--- src/rtl/fcs_defs.svh ---
/*
  Constants for the parallel flash command sequencer: timing, unlock
  addresses, command codes, status bit positions and the register map.
  Assumes a 20 MHz ref_clk and 32-bit APB data.
*/
`ifndef FCS_DEFS_SVH
`define FCS_DEFS_SVH

// ==========================================================
// timing
`define FCS_CLK_NS     50
`define FCS_T_ACC_NS   170
`define FCS_T_WP_NS    100
`define FCS_SYNC_CYC   2
`define FCS_ACC_CYC    ((`FCS_T_ACC_NS + `FCS_CLK_NS - 1) / `FCS_CLK_NS)
`define FCS_WP_CYC     ((`FCS_T_WP_NS + `FCS_CLK_NS - 1) / `FCS_CLK_NS)
`define FCS_RD_CYC     (`FCS_ACC_CYC + `FCS_SYNC_CYC)

// ==========================================================
// unlock addresses and command codes
`define FCS_U1_WORD    20'h00555
`define FCS_U2_WORD    20'h002aa
`define FCS_U1_BYTE    20'h00aaa
`define FCS_U2_BYTE    20'h00555
`define FCS_CD_AA      8'haa
`define FCS_CD_55      8'h55
`define FCS_CD_AUTO    8'h90
`define FCS_CD_PROG    8'ha0
`define FCS_CD_BYPASS  8'h20
`define FCS_CD_SETUP   8'h80
`define FCS_CD_CHIP    8'h10
`define FCS_CD_SECT    8'h30
`define FCS_CD_SUSP    8'hb0
`define FCS_CD_RESET   8'hf0
`define FCS_CD_ZERO    8'h00
`define FCS_AK_ANY     2'h0
`define FCS_AK_U1      2'h1
`define FCS_AK_U2      2'h2
`define FCS_AK_USER    2'h3

// ==========================================================
// status bits of a flash read
`define FCS_DQ_POLL    7
`define FCS_DQ_TIMEOUT 5

// ==========================================================
// register map
`define FCS_REG_CTRL   8'h00
`define FCS_REG_ADDR   8'h04
`define FCS_REG_DATA   8'h08
`define FCS_REG_CFG    8'h0c
`define FCS_REG_STAT   8'h10
`define FCS_REG_RDATA  8'h14
`define FCS_CTRL_POLL  4
`define FCS_CFG_BYTE   0
`define FCS_CFG_HWRST  1

`endif

--- src/rtl/fcs_pkg.sv ---
/*
  Types of the flash command sequencer.
  Assumes fcs_defs.svh supplies the numeric constants.
*/
package fcs_pkg;
  typedef enum logic [3:0] {
    CMD_READ = 4'h0, CMD_RESET = 4'h1, CMD_AUTOSEL = 4'h2,
    CMD_PROG = 4'h3, CMD_BYP_ENTER = 4'h4, CMD_BYP_PROG = 4'h5,
    CMD_BYP_EXIT = 4'h6, CMD_CHIP_ERASE = 4'h7, CMD_SECT_ERASE = 4'h8,
    CMD_SECT_ADD = 4'h9, CMD_SUSPEND = 4'ha, CMD_RESUME = 4'hb
  } fcs_cmd_t;
  typedef enum logic [2:0] {
    ST_IDLE = 3'h0, ST_SEQ = 3'h1, ST_POLL = 3'h2,
    ST_RECHK = 3'h3, ST_FINAL = 3'h4, ST_ABORT = 3'h5
  } fcs_state_t;
  typedef enum logic [1:0] {
    C_IDLE = 2'h0, C_SETUP = 2'h1, C_STROBE = 2'h2, C_HOLD = 2'h3
  } fcs_cyc_t;
endpackage : fcs_pkg

--- src/rtl/fcs_cycle.sv ---
/*
  One flash bus cycle, write or read, on the chip-select, write and
  output strobes. Assumes dq_in comes straight from the pins.
*/
`timescale 1ns/1ps
`include "fcs_defs.svh"
module fcs_cycle #(
  parameter int         AW     = 20,
  parameter int         DW     = 16,
  parameter logic [3:0] WP_CYC = 4'(`FCS_WP_CYC),
  parameter logic [3:0] RD_CYC = 4'(`FCS_RD_CYC)
) (
  input  wire logic          ref_clk,
  input  wire logic          nrst,
  input  wire logic          start,
  input  wire logic          wr,
  input  wire logic [AW-1:0] addr,
  input  wire logic [DW-1:0] wdata,
  input  wire logic [DW-1:0] dq_in,
  output logic               ce_n,
  output logic               we_n,
  output logic               oe_n,
  output logic [AW-1:0]      flash_addr,
  output logic [DW-1:0]      dq_out,
  output logic               dq_oe,
  output logic [DW-1:0]      rdata,
  output logic               done
);
  import fcs_pkg::*;
  fcs_cyc_t        state;
  logic            wr_q;
  logic [3:0]      cnt;
  logic [DW-1:0]   dq_meta;
  logic [DW-1:0]   dq_sync;

  // ==========================================================
  // pin sampling: read length covers access time plus these stages
  always_ff @(posedge ref_clk) begin
    dq_meta <= dq_in;
    dq_sync <= dq_meta;
  end

  // ==========================================================
  // strobe sequencing
  always_ff @(posedge ref_clk) begin
    if (!nrst) begin
      state <= C_IDLE;
      wr_q <= 1'h0;
      cnt <= 4'h0;
      ce_n <= 1'h1;
      we_n <= 1'h1;
      oe_n <= 1'h1;
      flash_addr <= '0;
      dq_out <= '0;
      dq_oe <= 1'h0;
      rdata <= '0;
      done <= 1'h0;
    end else begin
      unique case (state)
        C_IDLE: begin
          done <= 1'h0;
          if (start) begin
            // address and data settle before either strobe falls
            wr_q <= wr;
            flash_addr <= addr;
            dq_out <= wdata;
            dq_oe <= wr;
            ce_n <= 1'h0;
            state <= C_SETUP;
          end
        end
        C_SETUP: begin
          we_n <= !wr_q;
          oe_n <= wr_q;
          cnt <= wr_q ? WP_CYC : RD_CYC;
          state <= C_STROBE;
        end
        C_STROBE: begin
          if (cnt == 4'h1) begin
            we_n <= 1'h1;
            oe_n <= 1'h1;
            if (!wr_q) rdata <= dq_sync;
            state <= C_HOLD;
          end else begin
            cnt <= cnt - 4'h1;
          end
        end
        C_HOLD: begin
          // data released one clock after the write strobe rises
          ce_n <= 1'h1;
          dq_oe <= 1'h0;
          done <= 1'h1;
          state <= C_IDLE;
        end
      endcase
    end
  end
endmodule : fcs_cycle

--- src/rtl/fcs_ctrl.sv ---
/*
  Host-side controller for a parallel NOR flash: APB registers take
  commands, the sequencer issues unlock/command cycles and polls status.
  Assumes the flash pins are wired directly and dq uses one enable.
*/
`timescale 1ns/1ps
`include "fcs_defs.svh"
module fcs_ctrl #(
  parameter int AW = 20,
  parameter int DW = 16
) (
  input  wire logic          ref_clk,
  input  wire logic          nrst,
  input  wire logic          psel,
  input  wire logic          penable,
  input  wire logic          pwrite,
  input  wire logic [7:0]    paddr,
  input  wire logic [31:0]   pwdata,
  output logic [31:0]        prdata,
  output logic               pready,
  output logic               pslverr,
  output logic               flash_ce_n,
  output logic               flash_we_n,
  output logic               flash_oe_n,
  output logic               flash_reset_n,
  output logic [AW-1:0]      flash_addr,
  output logic [DW-1:0]      flash_dq_out,
  output logic               flash_dq_oe,
  input  wire logic [DW-1:0] flash_dq_in,
  input  wire logic          flash_ready_busy_n
);
  import fcs_pkg::*;

  fcs_state_t    state;
  fcs_state_t    next_state;
  fcs_cmd_t      cmd_q;
  logic [2:0]    step;
  logic [2:0]    next_step;
  logic          poll_q, pend, byte_mode, hw_reset;
  logic [AW-1:0] addr_reg;
  logic [DW-1:0] data_reg;
  logic [DW-1:0] rdata_reg;
  logic          done_f, fail_f, refused_f;
  logic          bypass, suspended, erase_active;
  logic          rb_meta, rb_sync;
  logic          cyc_done;
  logic [DW-1:0] cyc_rdata;

  // ==========================================================
  // sequence table: {last, write, user data, address kind, code}
  function automatic logic [12:0] ent(input logic l, input logic w,
      input logic u, input logic [1:0] k, input logic [7:0] c);
    return {l, w, u, k, c};
  endfunction : ent

  function automatic logic [12:0] step_entry(input fcs_cmd_t c,
                                             input logic [2:0] s);
    logic [12:0] unl;
    unl = (s == 3'h1 || s == 3'h4)
        ? ent(1'h0, 1'h1, 1'h0, `FCS_AK_U2, `FCS_CD_55)
        : ent(1'h0, 1'h1, 1'h0, `FCS_AK_U1, `FCS_CD_AA);
    case (c)
      CMD_READ: step_entry = ent(1'h1, 1'h0, 1'h0, `FCS_AK_USER,
                                 `FCS_CD_ZERO);
      CMD_RESET: step_entry = ent(1'h1, 1'h1, 1'h0, `FCS_AK_ANY,
                                  `FCS_CD_RESET);
      // fourth cycle is a read; sector offset reads give protection
      CMD_AUTOSEL: step_entry = (s == 3'h3)
          ? ent(1'h1, 1'h0, 1'h0, `FCS_AK_USER, `FCS_CD_ZERO)
          : (s == 3'h2)
          ? ent(1'h0, 1'h1, 1'h0, `FCS_AK_U1, `FCS_CD_AUTO) : unl;
      CMD_PROG: step_entry = (s == 3'h3)
          ? ent(1'h1, 1'h1, 1'h1, `FCS_AK_USER, `FCS_CD_ZERO)
          : (s == 3'h2)
          ? ent(1'h0, 1'h1, 1'h0, `FCS_AK_U1, `FCS_CD_PROG) : unl;
      CMD_BYP_ENTER: step_entry = (s == 3'h2)
          ? ent(1'h1, 1'h1, 1'h0, `FCS_AK_U1, `FCS_CD_BYPASS) : unl;
      CMD_BYP_PROG: step_entry = (s == 3'h1)
          ? ent(1'h1, 1'h1, 1'h1, `FCS_AK_USER, `FCS_CD_ZERO)
          : ent(1'h0, 1'h1, 1'h0, `FCS_AK_ANY, `FCS_CD_PROG);
      CMD_BYP_EXIT: step_entry = (s == 3'h1)
          ? ent(1'h1, 1'h1, 1'h0, `FCS_AK_ANY, `FCS_CD_ZERO)
          : ent(1'h0, 1'h1, 1'h0, `FCS_AK_ANY, `FCS_CD_AUTO);
      CMD_CHIP_ERASE: step_entry = (s == 3'h5)
          ? ent(1'h1, 1'h1, 1'h0, `FCS_AK_U1, `FCS_CD_CHIP)
          : (s == 3'h2)
          ? ent(1'h0, 1'h1, 1'h0, `FCS_AK_U1, `FCS_CD_SETUP) : unl;
      CMD_SECT_ERASE: step_entry = (s == 3'h5)
          ? ent(1'h1, 1'h1, 1'h0, `FCS_AK_USER, `FCS_CD_SECT)
          : (s == 3'h2)
          ? ent(1'h0, 1'h1, 1'h0, `FCS_AK_U1, `FCS_CD_SETUP) : unl;
      // extra sector inside the erase window
      CMD_SECT_ADD: step_entry = ent(1'h1, 1'h1, 1'h0, `FCS_AK_USER,
                                     `FCS_CD_SECT);
      CMD_SUSPEND: step_entry = ent(1'h1, 1'h1, 1'h0, `FCS_AK_ANY,
                                    `FCS_CD_SUSP);
      CMD_RESUME: step_entry = ent(1'h1, 1'h1, 1'h0, `FCS_AK_ANY,
                                   `FCS_CD_SECT);
      default: step_entry = ent(1'h1, 1'h0, 1'h0, `FCS_AK_ANY,
                                `FCS_CD_ZERO);
    endcase
  endfunction : step_entry

  // ==========================================================
  // command admission mirrors what the flash will act on
  function automatic logic cmd_allowed(input logic [3:0] c);
    if (bypass)
      return c == CMD_READ || c == CMD_BYP_PROG || c == CMD_BYP_EXIT;
    case (c)
      CMD_BYP_PROG, CMD_BYP_EXIT: return 1'h0;
      CMD_SUSPEND, CMD_SECT_ADD:  return erase_active;
      CMD_RESUME:                 return suspended;
      // suspend still allows read, program, autoselect
      CMD_CHIP_ERASE, CMD_SECT_ERASE, CMD_BYP_ENTER:
        return !suspended && !erase_active;
      CMD_PROG:                   return !erase_active;
      default:                    return c <= CMD_RESUME;
    endcase
  endfunction : cmd_allowed

  // ==========================================================
  // APB decode
  wire apb_setup = psel && !penable;
  wire apb_wr    = psel && penable && pwrite;
  wire hit_ctrl  = paddr == `FCS_REG_CTRL;
  wire hit_addr  = paddr == `FCS_REG_ADDR;
  wire hit_data  = paddr == `FCS_REG_DATA;
  wire hit_cfg   = paddr == `FCS_REG_CFG;
  wire hit_stat  = paddr == `FCS_REG_STAT;
  wire hit_rdata = paddr == `FCS_REG_RDATA;
  wire mapped    = hit_ctrl || hit_addr || hit_data || hit_cfg ||
                   hit_stat || hit_rdata;
  wire ctrl_wr   = apb_wr && hit_ctrl;
  wire accept    = ctrl_wr && state == ST_IDLE && !hw_reset &&
                   cmd_allowed(pwdata[3:0]);
  wire refuse    = ctrl_wr && !accept;
  wire [31:0] stat_word = {24'h0, rb_sync, erase_active, suspended,
                           bypass, refused_f, fail_f, done_f,
                           state != ST_IDLE};
  wire [31:0] rd_mux =
      hit_addr  ? 32'(addr_reg) :
      hit_data  ? 32'(data_reg) :
      hit_cfg   ? {30'h0, hw_reset, byte_mode} :
      hit_stat  ? stat_word :
      hit_rdata ? 32'(rdata_reg) : 32'h0;
  assign pready = 1'h1;

  // ==========================================================
  // cycle requests
  wire [12:0]   ent_w    = step_entry(cmd_q, step);
  wire          ent_last = ent_w[12];
  wire          ent_wr   = ent_w[11];
  wire          ent_ud   = ent_w[10];
  wire [1:0]    ent_ak   = ent_w[9:8];
  wire [AW-1:0] u1_addr  = byte_mode ? AW'(`FCS_U1_BYTE) : AW'(`FCS_U1_WORD);
  wire [AW-1:0] u2_addr  = byte_mode ? AW'(`FCS_U2_BYTE) : AW'(`FCS_U2_WORD);
  wire [AW-1:0] seq_addr = (ent_ak == `FCS_AK_U1) ? u1_addr :
                           (ent_ak == `FCS_AK_U2) ? u2_addr :
                           (ent_ak == `FCS_AK_USER) ? addr_reg : '0;
  // command codes leave the high data byte at zero
  wire [DW-1:0] seq_data = ent_ud ? data_reg : DW'(ent_w[7:0]);
  wire          in_seq    = state == ST_SEQ;
  wire          cyc_start = state != ST_IDLE && !pend;
  wire          cyc_wr    = in_seq ? ent_wr : state == ST_ABORT;
  wire [AW-1:0] cyc_addr  = in_seq ? seq_addr :
                            (state == ST_ABORT) ? '0 : addr_reg;
  wire [DW-1:0] cyc_wdata = in_seq ? seq_data : DW'(`FCS_CD_RESET);
  wire          read_done = cyc_done && !cyc_wr;

  // ==========================================================
  // status polling: program expects true data, erase expects one
  wire is_prog = cmd_q == CMD_PROG || cmd_q == CMD_BYP_PROG;
  wire polled  = is_prog || cmd_q == CMD_CHIP_ERASE ||
                 cmd_q == CMD_SECT_ERASE;
  wire poll_exp   = is_prog ? data_reg[`FCS_DQ_POLL] : 1'h1;
  wire poll_match = cyc_rdata[`FCS_DQ_POLL] == poll_exp;
  wire timeout_hit = cyc_rdata[`FCS_DQ_TIMEOUT];
  wire seq_end = in_seq && cyc_done && ent_last;

  always_comb begin
    next_state = state;
    next_step = step;
    unique case (state)
      ST_IDLE: if (accept) begin
        next_state = ST_SEQ;
        next_step = 3'h0;
      end
      ST_SEQ: if (cyc_done) begin
        if (!ent_last) next_step = step + 3'h1;
        // polling starts right after the final write
        else next_state = (poll_q && polled) ? ST_POLL : ST_IDLE;
      end
      ST_POLL: if (cyc_done) begin
        if (poll_match) next_state = ST_FINAL;
        else if (timeout_hit) next_state = ST_RECHK;
      end
      ST_RECHK: if (cyc_done)
        next_state = poll_match ? ST_FINAL : ST_ABORT;
      ST_FINAL, ST_ABORT: if (cyc_done) next_state = ST_IDLE;
      default: next_state = ST_IDLE;
    endcase
  end

  // ==========================================================
  // registers
  always_ff @(posedge ref_clk) begin
    rb_meta <= flash_ready_busy_n;
    rb_sync <= rb_meta;
  end

  always_ff @(posedge ref_clk) begin
    if (!nrst) begin
      {addr_reg, data_reg, byte_mode, hw_reset} <= '0;
      {prdata, pslverr, flash_reset_n} <= '0;
      cmd_q <= CMD_READ;
      state <= ST_IDLE;
      {poll_q, step, pend, rdata_reg} <= '0;
    end else begin
      if (apb_setup) prdata <= rd_mux;
      if (apb_setup) pslverr <= !mapped;
      if (apb_wr && hit_addr) addr_reg <= pwdata[AW-1:0];
      if (apb_wr && hit_data) data_reg <= pwdata[DW-1:0];
      if (apb_wr && hit_cfg) byte_mode <= pwdata[`FCS_CFG_BYTE];
      if (apb_wr && hit_cfg) hw_reset <= pwdata[`FCS_CFG_HWRST];
      flash_reset_n <= !hw_reset;
      if (accept) cmd_q <= fcs_cmd_t'(pwdata[3:0]);
      if (accept) poll_q <= pwdata[`FCS_CTRL_POLL];
      state <= next_state;
      step <= next_step;
      pend <= cyc_start || (pend && !cyc_done);
      if (read_done) rdata_reg <= cyc_rdata;
    end
  end

  // sticky flags: a hardware set wins over the clear of a new command
  always_ff @(posedge ref_clk) begin
    if (!nrst) begin
      {done_f, fail_f, refused_f} <= '0;
      {bypass, suspended, erase_active} <= '0;
    end else begin
      done_f <= (next_state == ST_IDLE && state != ST_IDLE &&
                 state != ST_ABORT) || (done_f && !accept);
      fail_f <= (state == ST_ABORT && cyc_done) || (fail_f && !accept);
      refused_f <= refuse || (refused_f && !accept);
      if (hw_reset) begin
        {bypass, suspended, erase_active} <= '0;
      end else if (seq_end) begin
        if (cmd_q == CMD_BYP_ENTER) bypass <= 1'h1;
        if (cmd_q == CMD_BYP_EXIT) bypass <= 1'h0;
        if (cmd_q == CMD_SECT_ERASE || cmd_q == CMD_RESUME)
          erase_active <= 1'h1;
        if (cmd_q == CMD_SUSPEND) erase_active <= 1'h0;
        if (cmd_q == CMD_SUSPEND) suspended <= 1'h1;
        if (cmd_q == CMD_RESUME) suspended <= 1'h0;
      end else if (cyc_done && (state == ST_FINAL || state == ST_ABORT) &&
                   cmd_q == CMD_SECT_ERASE) begin
        erase_active <= 1'h0;
      end
    end
  end

  fcs_cycle #(.AW(AW), .DW(DW)) u_cycle (
    .ref_clk    (ref_clk),
    .nrst       (nrst),
    .start      (cyc_start),
    .wr         (cyc_wr),
    .addr       (cyc_addr),
    .wdata      (cyc_wdata),
    .dq_in      (flash_dq_in),
    .ce_n       (flash_ce_n),
    .we_n       (flash_we_n),
    .oe_n       (flash_oe_n),
    .flash_addr (flash_addr),
    .dq_out     (flash_dq_out),
    .dq_oe      (flash_dq_oe),
    .rdata      (cyc_rdata),
    .done       (cyc_done)
  );
endmodule : fcs_ctrl

--- config.mk ---
export PLATFORM = sky130hd
export DESIGN_NAME = fcs_ctrl
export DESIGN_NICKNAME = d
export VERILOG_FILES = /design/src/rtl/fcs_pkg.sv /design/src/rtl/fcs_cycle.sv /design/src/rtl/fcs_ctrl.sv
export VERILOG_INCLUDE_DIRS = /design/src /design/src/rtl
export SDC_FILE = /design/constraint.sdc
export NUM_CORES = 1
export LEC_CHECK = 0
export BUFFER_PORTS_ARGS = -buffer_cell sky130_fd_sc_hd__buf_2
export CORE_MARGIN = 4
export CORE_UTILIZATION = 50
export DETAILED_ROUTE_END_ITERATION = 16
export GPL_ROUTABILITY_DRIVEN = 0
export PLACE_DENSITY = 0.81
export REMOVE_ABC_BUFFERS = 1
export SLEW_MARGIN = 20
export SYNTH_ARGS = -nofsm -noshare
export SYNTH_HDL_FRONTEND = slang
export SYNTH_SLANG_ARGS = --single-unit
--- constraint.sdc ---
create_clock -name ref_clk -period 3.3 [get_ports ref_clk]
set_input_delay 0.165 -clock ref_clk [delete_from_list [all_inputs] [get_ports ref_clk]]
set_output_delay 0.165 -clock ref_clk [all_outputs]
set_load 0.02 [all_outputs]
# ---- Word level (Yosys, flattened, before mapping)
# Cells that the tools add are included.
dict set report totals {
  regBits 204
  in_bits 62
  out_inout_bits 75
  word_cells 240
}
dict set report classes {
  addsub 2
  order_cmp 1
  eq_ne 51
  muxes 69
  bitwise 2
  n_reduce_logical 81
}
# op count
set op_table {}
lappend op_table {{case mux 13 bit (12 select lines)} 1}
lappend op_table {{2-to-1 mux 20 bit} 6}
lappend op_table {{2-to-1 mux 16 bit} 6}
lappend op_table {{2-to-1 mux 13 bit} 7}
lappend op_table {{2-to-1 mux 10 bit} 4}
lappend op_table {{2-to-1 mux 3 bit} 12}
lappend op_table {{== test 4 x 3 -> 1 bit (second input constant)} 8}
lappend op_table {{== test 4 bit (second input constant)} 8}
lappend op_table {{logical AND 1 bit} 26}
lappend op_table {{logical OR 1 bit} 17}
lappend op_table {{2-to-1 mux 1 bit} 17}
lappend op_table {{== test 8 x 4 -> 1 bit (second input constant)} 2}
lappend op_table {{== test 8 x 5 -> 1 bit (second input constant)} 2}
lappend op_table {{AND reduction 2 bit} 8}
lappend op_table {{case mux 3 bit (5 select lines)} 1}
lappend op_table {{== test 3 x 2 -> 1 bit (second input constant)} 4}
lappend op_table {{== test 3 bit (second input constant)} 4}
lappend op_table {{== test 4 x 2 -> 1 bit (second input constant)} 3}
lappend op_table {{2-to-1 mux 12 bit} 1}
lappend op_table {{nonzero test 2 bit} 6}
lappend op_table {{2-to-1 mux 11 bit} 1}
lappend op_table {{zero test 1 bit} 10}
lappend op_table {{case mux 1 bit (2 select lines)} 5}
lappend op_table {{== test 2 bit (second input constant)} 4}
lappend op_table {{28 further kinds} 43}

# ---- Longest topological paths before layout
# Gate-level depths: netlist of run 1.
dict set report depth {
  ltp_word 13
  ltp_mapped 11
}

# ---- By module
# From an unflattened synthesis of run 1, not the netlist that was laid out.
dict set report hier_totals {
  hier_cells 1027
  hier_area_um2 8494.4
}
# module instances cells_each area_per_inst_um2
set modules_own_cells {}
lappend modules_own_cells {fcs_ctrl 1 699 5353.9}
lappend modules_own_cells {fcs_cycle 1 328 3140.5}

# ---- Least setup slack after synthesis of run 1
# No wires, ideal clock.
dict set report synth_timing {
  kind {flip-flop to flip-flop}
  from {reg step[1]}
  to {reg u_cycle.flash_addr[0]}
  setup_ps 144
  arrival_ps 2487
  required_ps 3156
  slack_ps 669
  path_stages_with_launch 11
  path_buffers 1
  cell_sequence {dfxtp_1 -> inv_1 -> ha_1 -> or3b_2 -> and2_1 -> a211oi_1 -> and2_1 -> buf_2 -> o21ai_0 -> a211oi_1 -> a211oi_1}
}
dict set report synth_via {
  elab_chain_cells 11
  word_cells_on_any_way 24
}
# element line_no
set synth_rtl {}
lappend synth_rtl {{from (decl)} fcs_ctrl.sv:37} ;# logic [2:0] step;
lappend synth_rtl {{from (signal assigned)} fcs_ctrl.sv:229} ;# step <= next_step;
lappend synth_rtl {{== test 3 x 1 -> 1 bit / == test 3 bit (equally long branches)} {fcs_ctrl.sv:59, fcs_ctrl.sv:78}}
lappend synth_rtl {{logical OR 1 bit} fcs_ctrl.sv:59} ;# unl = (s == 3'h1 || s == 3'h4)
lappend synth_rtl {{2-to-1 mux 10 bit} fcs_ctrl.sv:59}
lappend synth_rtl {{2-to-1 mux 10 bit, on equally long branches} -}
lappend synth_rtl {{2-to-1 mux 13 bit, on equally long branches} -}
lappend synth_rtl {{case mux 13 bit (12 select lines) *} fcs_ctrl.sv:62} ;# case (c)
lappend synth_rtl {{== test 2 bit (no line)} -}
lappend synth_rtl {{2-to-1 mux 20 bit} fcs_ctrl.sv:159} ;# (ent_ak == `FCS_AK_USER) ? addr_reg : '0;
lappend synth_rtl {{2-to-1 mux 20 bit} fcs_ctrl.sv:158} ;# (ent_ak == `FCS_AK_U2) ? u2_addr :
lappend synth_rtl {{2-to-1 mux 20 bit *} fcs_ctrl.sv:157} ;# wire [AW-1:0] seq_addr = (ent_ak == `FCS_AK_U1) ? u1_addr :
lappend synth_rtl {{2-to-1 mux 20 bit *} fcs_ctrl.sv:165} ;# wire [AW-1:0] cyc_addr = in_seq ? seq_addr :
lappend synth_rtl {{to (signal assigned)} fcs_cycle.sv:65} ;# flash_addr <= addr;
lappend synth_rtl {{to (decl)} fcs_cycle.sv:23} ;# output logic [AW-1:0] flash_addr,
# Mark *: on every way between the ends. The rest lies on a longest branch, timed or not.
# A chain may end at the register's enable or synchronous reset.

# ---- Worst setup path in the final report of run 1
dict set report layout_timing {
  from {reg cmd_q[2]}
  to {reg u_cycle.flash_addr[8]}
}
dict set report layout_via {
  elab_chain_cells 7
  word_cells_on_any_way 20
}
# element line_no
set layout_rtl {}
lappend layout_rtl {{from (decl)} fcs_ctrl.sv:36} ;# fcs_cmd_t cmd_q;
lappend layout_rtl {{from (signal assigned)} fcs_ctrl.sv:226} ;# if (accept) cmd_q <= fcs_cmd_t'(pwdata[3:0]);
lappend layout_rtl {{== test 4 bit (tied with other cells)} fcs_ctrl.sv:62}
lappend layout_rtl {{case mux 13 bit (12 select lines) *} fcs_ctrl.sv:62}
lappend layout_rtl {{== test 2 bit (no line)} -}
lappend layout_rtl {{2-to-1 mux 20 bit} fcs_ctrl.sv:159}
lappend layout_rtl {{2-to-1 mux 20 bit} fcs_ctrl.sv:158}
lappend layout_rtl {{2-to-1 mux 20 bit *} fcs_ctrl.sv:157}
lappend layout_rtl {{2-to-1 mux 20 bit *} fcs_ctrl.sv:165}
# Marks and branches as above.

==> results of run 1 <==
-- worst max-delay path, cell delays in order (launching register included) --
cell                        delay, ns
sky130_fd_sc_hd__dfxtp_1         0.34
sky130_fd_sc_hd__inv_1           0.11
sky130_fd_sc_hd__ha_1            0.52
sky130_fd_sc_hd__or3b_2          0.54
sky130_fd_sc_hd__nand2_1         0.12
sky130_fd_sc_hd__nand2_1         0.13
sky130_fd_sc_hd__a2111oi_0       0.45
sky130_fd_sc_hd__a31oi_1         0.11
sky130_fd_sc_hd__o21a_1          0.26
sky130_fd_sc_hd__a211oi_1        0.28
-- final cells by class --
type                            count  share of cell area [%]
Multi-Input combinational cell    709                    40.5
Sequential cell                   192                    39.3
Timing Repair Buffer              160                    10.2
Clock buffer                       23                    4.99
Tap cell                          216                    2.76
Inverter                           31                    1.20
Clock inverter                      9                    1.01
-- worst min path at each step --
stage | startpoint | end | slack, ns | depth (start not counted)
after floorplan | flash_ready_busy_n | rb_meta$_DFF_P_ | 0.19 | 0
after global placement | flash_dq_in[14] | u_cycle.dq_meta[14]$_DFF_P_ | 0.27 | 1
after detailed placement | flash_dq_in[3] | u_cycle.dq_meta[3]$_DFF_P_ | 0.27 | 1
after CTS | pwdata[7] | data_reg[7]$_SDFFE_PN0P_ | 0.002 | 3
after global routing | pwdata[7] | data_reg[7]$_SDFFE_PN0P_ | 0.005 | 3
final | pwdata[7] | data_reg[7]$_SDFFE_PN0P_ | 0.02 | 3
-- power by group --
group / internal [mW] / switching [mW] / total (mW) / leakage [nW]
clock network: 1.13 / 0.886 / 2.02 / 0.287
logic: 0.115 / 0.181 / 0.297 / 1.98
registers: 2.37 / 0.0249 / 2.39 / 1.56
-- layer usage --
metal,vias to the layer above,share of wire (%)
met5,-,0
met4,0,2.5
met3,46,9.9
met2,400,46
met1,3494,41
li1,3673,-
-- timing repair --
item | 4_1_cts | 5_1_grt
hold buffers | 31 | 0
resized for setup | 0 | 1
endpoints found under the setup margin | 0 | 1
endpoints found under the hold margin | 39 | 0
-- cells by family after synthesis --
kind of cell	count (synthesis)	share of synthesized area (%)
simple gates	373	20.2
compound gates	280	21.5
flops	192	46.8
buf+inv	111	5.74
mux	22	2.69
fa+ha+maj	17	2.59
xor+xnor	4	0.426
other cells	2	0.0913
-- layout by cell type (no fill, tap or decap), types with 8 or more instances in the layout --
cell type,instances
sky130_fd_sc_hd__o21ai_0,48
sky130_fd_sc_hd__ha_1,17
sky130_fd_sc_hd__a22oi_1,9
sky130_fd_sc_hd__dlygate4sd3_1,31
sky130_fd_sc_hd__a21oi_1,122
sky130_fd_sc_hd__nand3_1,19
sky130_fd_sc_hd__dfxtp_1,192
sky130_fd_sc_hd__nand2b_1,13
sky130_fd_sc_hd__buf_2,111
sky130_fd_sc_hd__a222oi_1,8
sky130_fd_sc_hd__inv_1,30
sky130_fd_sc_hd__mux2i_1,21
sky130_fd_sc_hd__nand2_1,180
sky130_fd_sc_hd__and2_1,17
sky130_fd_sc_hd__conb_1,13
sky130_fd_sc_hd__a31oi_1,8
sky130_fd_sc_hd__a211oi_1,20
sky130_fd_sc_hd__nor2_1,89
sky130_fd_sc_hd__nor3_1,10
sky130_fd_sc_hd__clkbuf_16,17
sky130_fd_sc_hd__buf_4,18
sky130_fd_sc_hd__o211ai_1,11
-- stage by stage --
stage / power [mW] / util (%) / hold slack [ns] / setup slack [ns]
2_1_floorplan: 2.60 / - / 0.193 / 0.237
6_report: 4.71 / 61.1 / 0.0169 / 0.361
3_5_place_dp: 2.71 / 55.5 / 0.269 / 0.378
5_1_grt: 4.86 / 61.1 / 0.00463 / 0.164
3_3_place_gp: 2.70 / 55.5 / 0.268 / 0.437
4_1_cts: 4.73 / 61.1 / 0.00186 / 0.330
==> key figures, run 1 <==
Flow run
  • Total of max-cap violations: 0

Yosys
  • Area share of the largest cell type after synthesis: 46.8%
  • Most repeated cell in the gate-level netlist after synthesis: sky130_fd_sc_hd__dfxtp_1
  • Syn Inst Count: 1001
  • Flip-flop and latch count after synthesis: between 150 and 200
  • Most area-hungry cell type in the Yosys netlist: sky130_fd_sc_hd__dfxtp_1
  • Seq/Total Area, Yosys: 46.8%
  • Yosys Warn Count: 0
  • Average cell area after synthesis: just over 8 µm²
  • Cells taking the most area after synthesis: sky130_fd_sc_hd__dfxtp_1 (47%), sky130_fd_sc_hd__nand2_1 (8.2%), sky130_fd_sc_hd__a21oi_1 (7.4%)
  • Number of flops mapped to enable cells by yosys: 0
  • Most frequently used flop master after synthesis: sky130_fd_sc_hd__dfxtp_1
  • Cell variety after synth: 66
  • Post-synth design cell area: 8220 µm²
  • Ranking of synthesized cells by instance count: sky130_fd_sc_hd__dfxtp_1 (192), sky130_fd_sc_hd__nand2_1 (180), sky130_fd_sc_hd__a21oi_1 (122)
  • Share of async-settable or async-resettable flops after synthesis: 0%

Global route
  • Maximum number of pins on one net before global-route repair: 95
  • GR met2 Demand/Resource: 37.2%
  • Antenna violations before repair: 0
  • Overall global routing resource usage: 23.0%
  • GR Overflow Total: 0
  • Wire length of the first global-routing pass: 34000 µm
  • GR met3 Demand/Resource: under 10%
  • Via count of the first global-routing pass: 7018
  • GR Util met1: 30.0%
  • Layer carrying the most global-route usage: met2

Power
  • PD cells: slightly below 500 nW/µm²
  • Standby leakage power: roughly 3.8 nW
  • Peak VDD IR: roughly 0.38 mV

Worst setup path
  • Startpoint kind of the worst setup timing path: flop
  • Launch point of the worst reg-to-reg path: cmd_q[2]$_SDFFE_PN0P_
  • Critical Path Source: cmd_q[2]$_SDFFE_PN0P_
  • Reg-to-reg slack, setup: 0.36 ns
  • Sort of element at the end of the critical path: flop
  • Maximum net fanout on the critical path: 14
  • Number of cells traversed by the worst register-to-register path: 9
  • Arrival time of data at the critical path endpoint: 3.27 ns
  • Critical path capture point: u_cycle.flash_addr[8]$_SDFFE_PN0P_
  • Destination of the worst register-to-register timing path: u_cycle.flash_addr[8]$_SDFFE_PN0P_
  • Data required, critical path: 3.63 ns
  • Type of the worst setup path: reg -> reg

Route
  • Routed Antenna Nets: 0
  • Number of optimization iterations in the first detailed-route pass: 6
  • Wirelength, routed: 21700 µm
  • Starting DRT DRC Count: 824
  • Number of remaining DRC errors: 0
  • Post-detailed-route wirelength per cell: between 15 and 20 µm
  • DR vias/cell: 5.68
  • Via count: 7613

Clock tree
  • Deepest clock path buffer count: 2
  • Buffers inserted by post-CTS timing repair: 0
  • H-tree depth reported by CTS: 4
  • Skew-Pair Late Insertion Delay: 0.43 ns
  • Number of buffers created by CTS: 17
  • Number of clock sinks seen by CTS: 192
  • Clock tree from TritonCTS: yes
  • CTS root buf: sky130_fd_sc_hd__clkbuf_16
  • Clock-pin transition on the worst setup and hold timing paths: about 0.070 ns

STA
  • Number of hold violations in the final report: 0
  • Fin Clk Skew: 0.00650 ns
  • Peak clock frequency supported by timing: roughly 340 MHz
  • Final cycle utilization of the critical path: 89.1%
  • Headroom to the max-slew limit: 33.1%
  • Number of setup violations in the final report: 0
  • Final slew viol count: 0
  • Min Tclk post-route: 2.94 ns
  • Setup repair after global routing missed its margin: false
  • Worst-margin pin slew: 1.00 ns
  • Total negative slack: 0 ns

Placement
  • Count of input and output buffers: between 100 and 150
  • Count of placed standard cells including taps: 1277
  • Cell Area, Placed: 8870 µm²
  • Sum of net half-perimeters after detailed placement: 15000 µm

Cells and area
  • Storage cell area: 3840 µm²
  • Number of standard cells in the final layout excluding fillers: 1340
  • # nets final: 1190
  • Post-layout instance area: 9770 µm²
  • Footprint of the multi-input gates: 3960 µm²
  • Count of filler cells inserted in the layout: about 1400
  • Number of diodes added for antenna fixing: 0
  • Layout area overhead: 18.9%
  • Layout cells sized above 1: 16.1%

Floorplan
  • Effective utilization at floorplan: between 50% and 60%
  • Core ar.: 16000 µm²
  • Number of top-level design ports: between 100 and 150
  • Vert. Die Dim: 136 µm
  • Overall die width: roughly 140 µm
  • Number of placement rows: 46
  • Floorplan die area: 18600 µm²

Status
  • Result of the run: completed

Min path
  • Hold Crit Class: in -> reg
No activity file was read; power rests on OpenSTA's default activity.
==> run 2, diff against run 1 <==
Settings changed: GPL_TIMING_DRIVEN set to 0, PLACE_DENSITY 0.81 to 0.77.
==> key figures, run 2 (synthesis gave the netlist of run 1 again) <==
Floorplan
  • Core ar.: 16000 µm² (unchanged)
  • Effective utilization at floorplan: 51.4% (unchanged)
  • Overall die width: 136 µm (unchanged)
  • Number of top-level design ports: 137 (unchanged)
  • Floorplan die area: 18600 µm² (unchanged)
  • Number of placement rows: 46 (unchanged)
  • Vert. Die Dim: 136 µm (unchanged)

Clock tree
  • Number of buffers created by CTS: 17 (unchanged)
  • Clock-pin transition on the worst setup and hold timing paths: 0.08 ns (about the same)
  • Clock tree from TritonCTS: yes
  • Buffers inserted by post-CTS timing repair: 0 (unchanged)
  • Deepest clock path buffer count: 2 (unchanged)
  • H-tree depth reported by CTS: 4 (unchanged)
  • Skew-Pair Late Insertion Delay: 0.43 ns (about the same)
  • CTS root buf: sky130_fd_sc_hd__clkbuf_16
  • Number of clock sinks seen by CTS: 192 (unchanged)

Worst setup path
  • Worst stage delay on the critical path: 0.48 ns (-0.06 ns)
  • Destination of the worst register-to-register timing path: u_cycle.flash_addr[8]$_SDFFE_PN0P_
  • Maximum net fanout on the critical path: 14 (unchanged)
  • Launch point of the worst reg-to-reg path: cmd_q[3]$_SDFFE_PN0P_
  • Arrival time of data at the critical path endpoint: 3.39 ns (+0.12 ns)
  • Crit-path leading delay family: simple AND/OR/NAND/NOR gates
  • Reg-to-reg slack, setup: 0.21 ns (-0.16 ns)
  • Number of cells traversed by the worst register-to-register path: 9 (unchanged)
  • Startpoint kind of the worst setup timing path: flop
  • Ordered cell list for the critical path: inv_1 > ha_1 > nand3b_1 > o22ai_1 > or3_1 > nor2_1 > a311oi_1 > a211oi_2 > a211oi_1
  • Cell with the biggest individual delay on the critical path: sky130_fd_sc_hd__nor2_1
  • Path length in cells of the critical path: 9 (unchanged)
  • Type of the worst setup path: reg -> reg
  • Sort of element at the end of the critical path: flop
  • Worst path buffer plus inverter count: 1 (unchanged)
  • Critical Path Source: cmd_q[3]$_SDFFE_PN0P_
  • Data required, critical path: 3.59 ns (-0.04 ns)
  • Critical path capture point: u_cycle.flash_addr[8]$_SDFFE_PN0P_

STA
  • Setup repair after global routing missed its margin: false
  • Headroom to the max-slew limit: 36.4% (+3.3 points)
  • Number of setup violations in the final report: 0 (unchanged)
  • Fin Clk Skew: 0.0122 ns (+0.00569 ns)
  • Min Tclk post-route: 3.09 ns (+0.156 ns)
  • Hold Slack: 0.0265 ns (+0.00959 ns)
  • Worst-case setup margin in the final layout: 0.205 ns (-0.156 ns)
  • Peak clock frequency supported by timing: 323 MHz (-5.0%)
  • Worst-margin pin slew: 0.953 ns (-0.0505 ns)
  • Number of hold violations in the final report: 0 (unchanged)
  • Final cycle utilization of the critical path: 93.8% (+4.7 points)
  • Final slew viol count: 0 (unchanged)

Cells and area
  • Layout cells sized above 1: 15.6% (-0.53 points)
  • Util after Layout: 60.9% (-0.22 points)
  • Layout area overhead: 18.5%
  • Post-layout instance area: 9740 µm² (-0.36%)
  • # nets final: 1177 (-1.1%)
  • Most common cell after layout, fill and taps aside: sky130_fd_sc_hd__dfxtp_1
  • Count of filler cells inserted in the layout: 1438 (+2.9%)
  • Number of diodes added for antenna fixing: 0 (unchanged)
  • Commonest cells after routing, fill and taps aside: sky130_fd_sc_hd__dfxtp_1 (191), sky130_fd_sc_hd__nand2_1 (179), sky130_fd_sc_hd__a21oi_1 (122), sky130_fd_sc_hd__buf_2 (111), sky130_fd_sc_hd__nor2_1 (88)

Placement
  • Cell Area, Placed: 8810 µm² (-0.65%)
  • Count of input and output buffers: 111 (unchanged)
  • Sum of net half-perimeters after detailed placement: 14700 µm (-2.1%)
  • Placement Setup Slack: 0.0463 ns (-0.331 ns)

Power
  • Peak VDD IR: 0.362 mV (-3.7%)
  • PD cells: 483 nW/µm² (+0.33%)
  • Pwr Total: 4.71 mW (about the same)
  • Standby leakage power: 3.77 nW (-1.6%)

Min path
  • Hold path startpoint: pwdata[4]
  • Hold Crit Class: in -> reg

Global route
  • Antenna violations before repair: 0 (unchanged)
  • Via count of the first global-routing pass: 6741 (-3.9%)
  • GR Overflow Total: 0 (unchanged)
  • Wire length of the first global-routing pass: 34100 µm (+0.30%)
  • Overall global routing resource usage: 23.3% (+0.25 points)
  • Maximum number of pins on one net before global-route repair: 84 (-12%)

Flow run
  • Total of max-cap violations: 0 (unchanged)

Route
  • DR WL met2: 10100 µm (+0.36%)
  • DR vias/cell: 5.62 (-1.1%)
  • Starting DRT DRC Count: 836 (+1.5%)
  • Via count: 7453 (-2.1%)
  • Routed length on met1: 9310 µm (+3.8%)
  • Routed Antenna Nets: 0 (unchanged)
  • Wirelength, routed: 21600 µm (-0.28%)
  • Number of remaining DRC errors: 0 (unchanged)
  • Uppermost signal routing layer after detailed routing: met4
  • DR WL met3: 1810 µm (-15%)
  • Number of optimization iterations in the first detailed-route pass: 5 (-1)
  • Post-detailed-route wirelength per cell: 16.3 µm (+0.70%)

Status
  • Result of the run: completed
[run 2: cell types whose count changed in the layout (fill, tap and decap cells not counted), moves of 2 or more]
cell | previous run | this run
sky130_fd_sc_hd__buf_6 | 0 | 2
sky130_fd_sc_hd__inv_8 | 0 | 3
sky130_fd_sc_hd__buf_4 | 18 | 1
sky130_fd_sc_hd__clkinv_2 | 3 | 0
sky130_fd_sc_hd__clkbuf_8 | 4 | 2
[run 2: worst min-delay path by stage]
stage                                        to  slack [ns]  depth (start not counted)
floorplan                       rb_meta$_DFF_P_        0.19                          0
global placement    u_cycle.dq_meta[15]$_DFF_P_        0.27                          1
detailed placement  u_cycle.dq_meta[11]$_DFF_P_        0.27                          1
CTS                    data_reg[4]$_SDFFE_PN0P_       0.007                          3
global route           data_reg[4]$_SDFFE_PN0P_        0.01                          3
finish                 data_reg[4]$_SDFFE_PN0P_        0.03                          3
[run 2: cell type report]
| class | instances | area (µm²) | share of cell area, % |
|---|---|---|---|
| multi-input combinational | 709 | 3980 | 40.9 |
| sequential | 192 | 3840 | 39.5 |
| clock buffer | 22 | 464 | 4.77 |
| inverter | 31 | 121 | 1.25 |
| clock inverter | 10 | 121 | 1.25 |
| tap | 216 | 270 | 2.77 |
| timing repair buffer | 147 | 933 | 9.58 |
[run 2: through the flow]
step                      std cells  setup TNS [ns]
after floorplan                 932               0
after global placement         1259          -72.03
after detailed placement       1263               0
after CTS                      1327               0
after global routing           1327               0
final                          1327               0
[run 2: per-layer routing]
metal / vias up / global-route usage (%)
li1: 3627 / -
met2: 327 / 36.9
met3: 37 / 5.55
met5: - / 0
met1: 3462 / 31.0
met4: 0 / 8.34
[run 2: repair_timing]
item                                    CTS  global route
pin swaps                                 0             0
gates cloned                              0             0
endpoints found under the setup margin    1            10
hold buffers                             32             0
resized for setup                         1             2
hold endpoints to repair                 40             0
[run 2: worst min-delay path, cell delays in order]
cell and delay, ns:
sky130_fd_sc_hd__buf_2 0.13, sky130_fd_sc_hd__nand2_1 0.06, sky130_fd_sc_hd__a21oi_1 0.05
[run 2: where the power goes]
part,switching [mW],total [mW],internal (mW),leakage [nW]
combinational,0.183,0.301,0.118,1.93
sequential,0.0246,2.39,2.37,1.56
clock,0.905,2.01,1.11,0.280
==> run 3, diff against run 2 <==
Clock period 3.3 ns to 3.9 ns, I/O delays scaled along.
==> key figures, run 3 (synthesis gave the netlist of run 1 again) <==
Route
  • Via count: 7339 (-1.5%)
  • DR vias/cell: 5.57 (-0.78%)
  • Post-detailed-route wirelength per cell: 16.1 µm (-1.3%)
  • Number of optimization iterations in the first detailed-route pass: 6 (+1)
  • Number of remaining DRC errors: 0 (unchanged)
  • Starting DRT DRC Count: 761 (-9.0%)
  • Routed Antenna Nets: 0 (unchanged)
  • Wirelength, routed: 21200 µm (-2.1%)

Cells and area
  • Layout area overhead: 17.1%
  • Count of filler cells inserted in the layout: 1456 (+1.3%)
  • Most common cell after layout, fill and taps aside: sky130_fd_sc_hd__dfxtp_1
  • Storage cell area: 3840 µm² (about the same)
  • # nets final: 1167 (-0.85%)
  • Layout cells sized above 1: 15.4% (-0.13 points)
  • Number of diodes added for antenna fixing: 0 (unchanged)
  • Number of standard cells in the final layout excluding fillers: 1317 (-0.75%)
  • Util after Layout: 60.2% (-0.70 points)
  • Footprint of the multi-input gates: 3970 µm² (-0.28%)
  • Commonest cells after routing, fill and taps aside: sky130_fd_sc_hd__dfxtp_1 (192), sky130_fd_sc_hd__nand2_1 (179), sky130_fd_sc_hd__a21oi_1 (122), sky130_fd_sc_hd__buf_2 (111), sky130_fd_sc_hd__nor2_1 (88)

Worst setup path
  • Worst stage delay on the critical path: 0.71 ns (+0.23 ns)
  • Type of the worst setup path: reg -> reg
  • Sort of element at the end of the critical path: flop
  • Maximum net fanout on the critical path: 14 (unchanged)
  • Worst path buffer plus inverter count: 1 (unchanged)
  • Ordered cell list for the critical path: inv_1 > ha_1 > mux2i_1 > o22ai_1 > or3_1 > nor2_1 > a311oi_1 > a211oi_1 > a211oi_1
  • Crit-path leading delay family: compound AO/OA/AOI/OAI gates
  • Cell with the biggest individual delay on the critical path: sky130_fd_sc_hd__a211oi_1
  • Arrival time of data at the critical path endpoint: 3.64 ns (+0.25 ns)
  • Data required, critical path: 4.17 ns (+0.58 ns)
  • Startpoint kind of the worst setup timing path: flop
  • Most used cell, CP: sky130_fd_sc_hd__a211oi_1

Min path
  • Hold Crit Class: in -> reg

Global route
  • Antenna violations before repair: 0 (unchanged)
  • GR met2 Demand/Resource: 36.3% (-0.63 points)
  • Maximum number of pins on one net before global-route repair: 84 (unchanged)
  • GR Overflow Total: 0 (unchanged)
  • GR met3 Demand/Resource: 5.63% (+0.074 points)
  • Layer carrying the most global-route usage: met2
  • GR Util met1: 30.8% (-0.21 points)
  • Wire length of the first global-routing pass: 33800 µm (-0.93%)
  • Via count of the first global-routing pass: 6667 (-1.1%)
  • Overall global routing resource usage: 23.0% (-0.23 points)

Clock tree
  • Number of clock sinks seen by CTS: 192 (unchanged)
  • Clock-pin transition on the worst setup and hold timing paths: 0.07 ns (about the same)
  • Clock tree from TritonCTS: yes
  • H-tree depth reported by CTS: 4 (unchanged)
  • Deepest clock path buffer count: 2 (unchanged)
  • Skew-Pair Late Insertion Delay: 0.43 ns (about the same)
  • Hold_buf cts: 22 (-31%)
  • Number of buffers created by CTS: 17 (unchanged)
  • CTS root buf: sky130_fd_sc_hd__clkbuf_16
  • Buffers inserted by post-CTS timing repair: 0 (unchanged)
  • Number of gates resized after cts: 0 (-1)

STA
  • Final cycle utilization of the critical path: 86.4% (-7.4 points)
  • Fin Clk Skew: 0.0100 ns (-0.00216 ns)
  • Final slew viol count: 0 (unchanged)
  • Worst-margin pin slew: 0.932 ns (-0.0218 ns)
  • Headroom to the max-slew limit: 37.7% (+1.3 points)
  • Setup repair after global routing missed its margin: false
  • Peak clock frequency supported by timing: 297 MHz (-8.1%)
  • Number of hold violations in the final report: 0 (unchanged)
  • Number of setup violations in the final report: 0 (unchanged)
  • Min Tclk post-route: 3.37 ns (+0.273 ns)

Floorplan
  • Number of top-level design ports: 137 (unchanged)
  • Overall die width: 136 µm (unchanged)
  • Floorplan die area: 18600 µm² (unchanged)
  • Number of placement rows: 46 (unchanged)
  • Effective utilization at floorplan: 51.4% (unchanged)
  • Core ar.: 16000 µm² (unchanged)
  • Vert. Die Dim: 136 µm (unchanged)

Status
  • Result of the run: completed

Flow run
  • Total of max-cap violations: 0 (unchanged)

Placement
  • Count of input and output buffers: 111 (unchanged)
  • Count of placed standard cells including taps: 1263 (unchanged)
  • Sum of net half-perimeters after detailed placement: 14700 µm (unchanged)

Power
  • Peak VDD IR: 0.308 mV (-15%)
  • Standby leakage power: 3.73 nW (-1.1%)
  • PD cells: 412 nW/µm² (-15%)
==> run 3: changes by cell type in the layout (fill, tap and decap cells not counted), sizes merged <==
cell / previous run / this run
dlygate4sd3: 32 / 22
==> run 3: report_power, final <==
part / leakage (nW) / switching (mW) / total (mW) / internal (mW)
logic: 1.89 / 0.153 / 0.246 / 0.0934
registers: 1.56 / 0.0211 / 2.02 / 2.00
clock network: 0.280 / 0.763 / 1.70 / 0.938
==> run 3: worst paths after layout <==
kind	startpoint	to	depth (start not counted)	slack [ns]
worst max-delay path	cmd_q[2]$_SDFFE_PN0P_	u_cycle.flash_addr[8]$_SDFFE_PN0P_	9	0.53
worst min-delay path	pwdata[16]	addr_reg[16]$_SDFFE_PN0P_	3	0.02
worst max register to register	cmd_q[2]$_SDFFE_PN0P_	u_cycle.flash_addr[8]$_SDFFE_PN0P_	9	0.53
worst min register to register	u_cycle.dq_meta[6]$_DFF_P_	u_cycle.dq_sync[6]$_DFF_P_	0	0.33
==> run 3: worst register-to-register path, cell delays in order (launching register included) <==
cell                       delay [ns]
sky130_fd_sc_hd__dfxtp_1         0.38
sky130_fd_sc_hd__inv_1           0.10
sky130_fd_sc_hd__ha_1            0.39
sky130_fd_sc_hd__mux2i_1         0.23
sky130_fd_sc_hd__o22ai_1         0.13
sky130_fd_sc_hd__or3_1           0.48
sky130_fd_sc_hd__nor2_1          0.48
sky130_fd_sc_hd__a311oi_1        0.19
sky130_fd_sc_hd__a211oi_1        0.71
sky130_fd_sc_hd__a211oi_1        0.12
==> run 3: through the flow <==
step	instance area (µm²)	hold WS (ns)	setup TNS [ns]	power [mW]	setup slack (ns)
global placement	8730	0.298	-13.61	2.28	-0.567
floorplan	7910	0.223	0	2.20	0.807
detailed placement	8810	0.299	0	2.29	0.625
finish	9630	0.0176	0	3.97	0.532
CTS	9620	0.00109	0	4.00	0.590
global route	9630	0.00192	0	4.12	0.321
==> run 3: layout make-up <==
cell class	count	share of cell area, %
Inverter	31	1.26
Clock buffer	22	4.82
Timing Repair Buffer	137	8.66
Multi-Input combinational cell	709	41.3
Tap cell	216	2.81
Clock inverter	10	1.26
Sequential cell	192	39.9
==> run 3: layer usage <==
layer  wire [µm]  vias to the layer above
met5           0                        -
met4         467                        0
met3        1720                       37
met2        9730                      306
met1        9250                     3393
li1            -                     3603
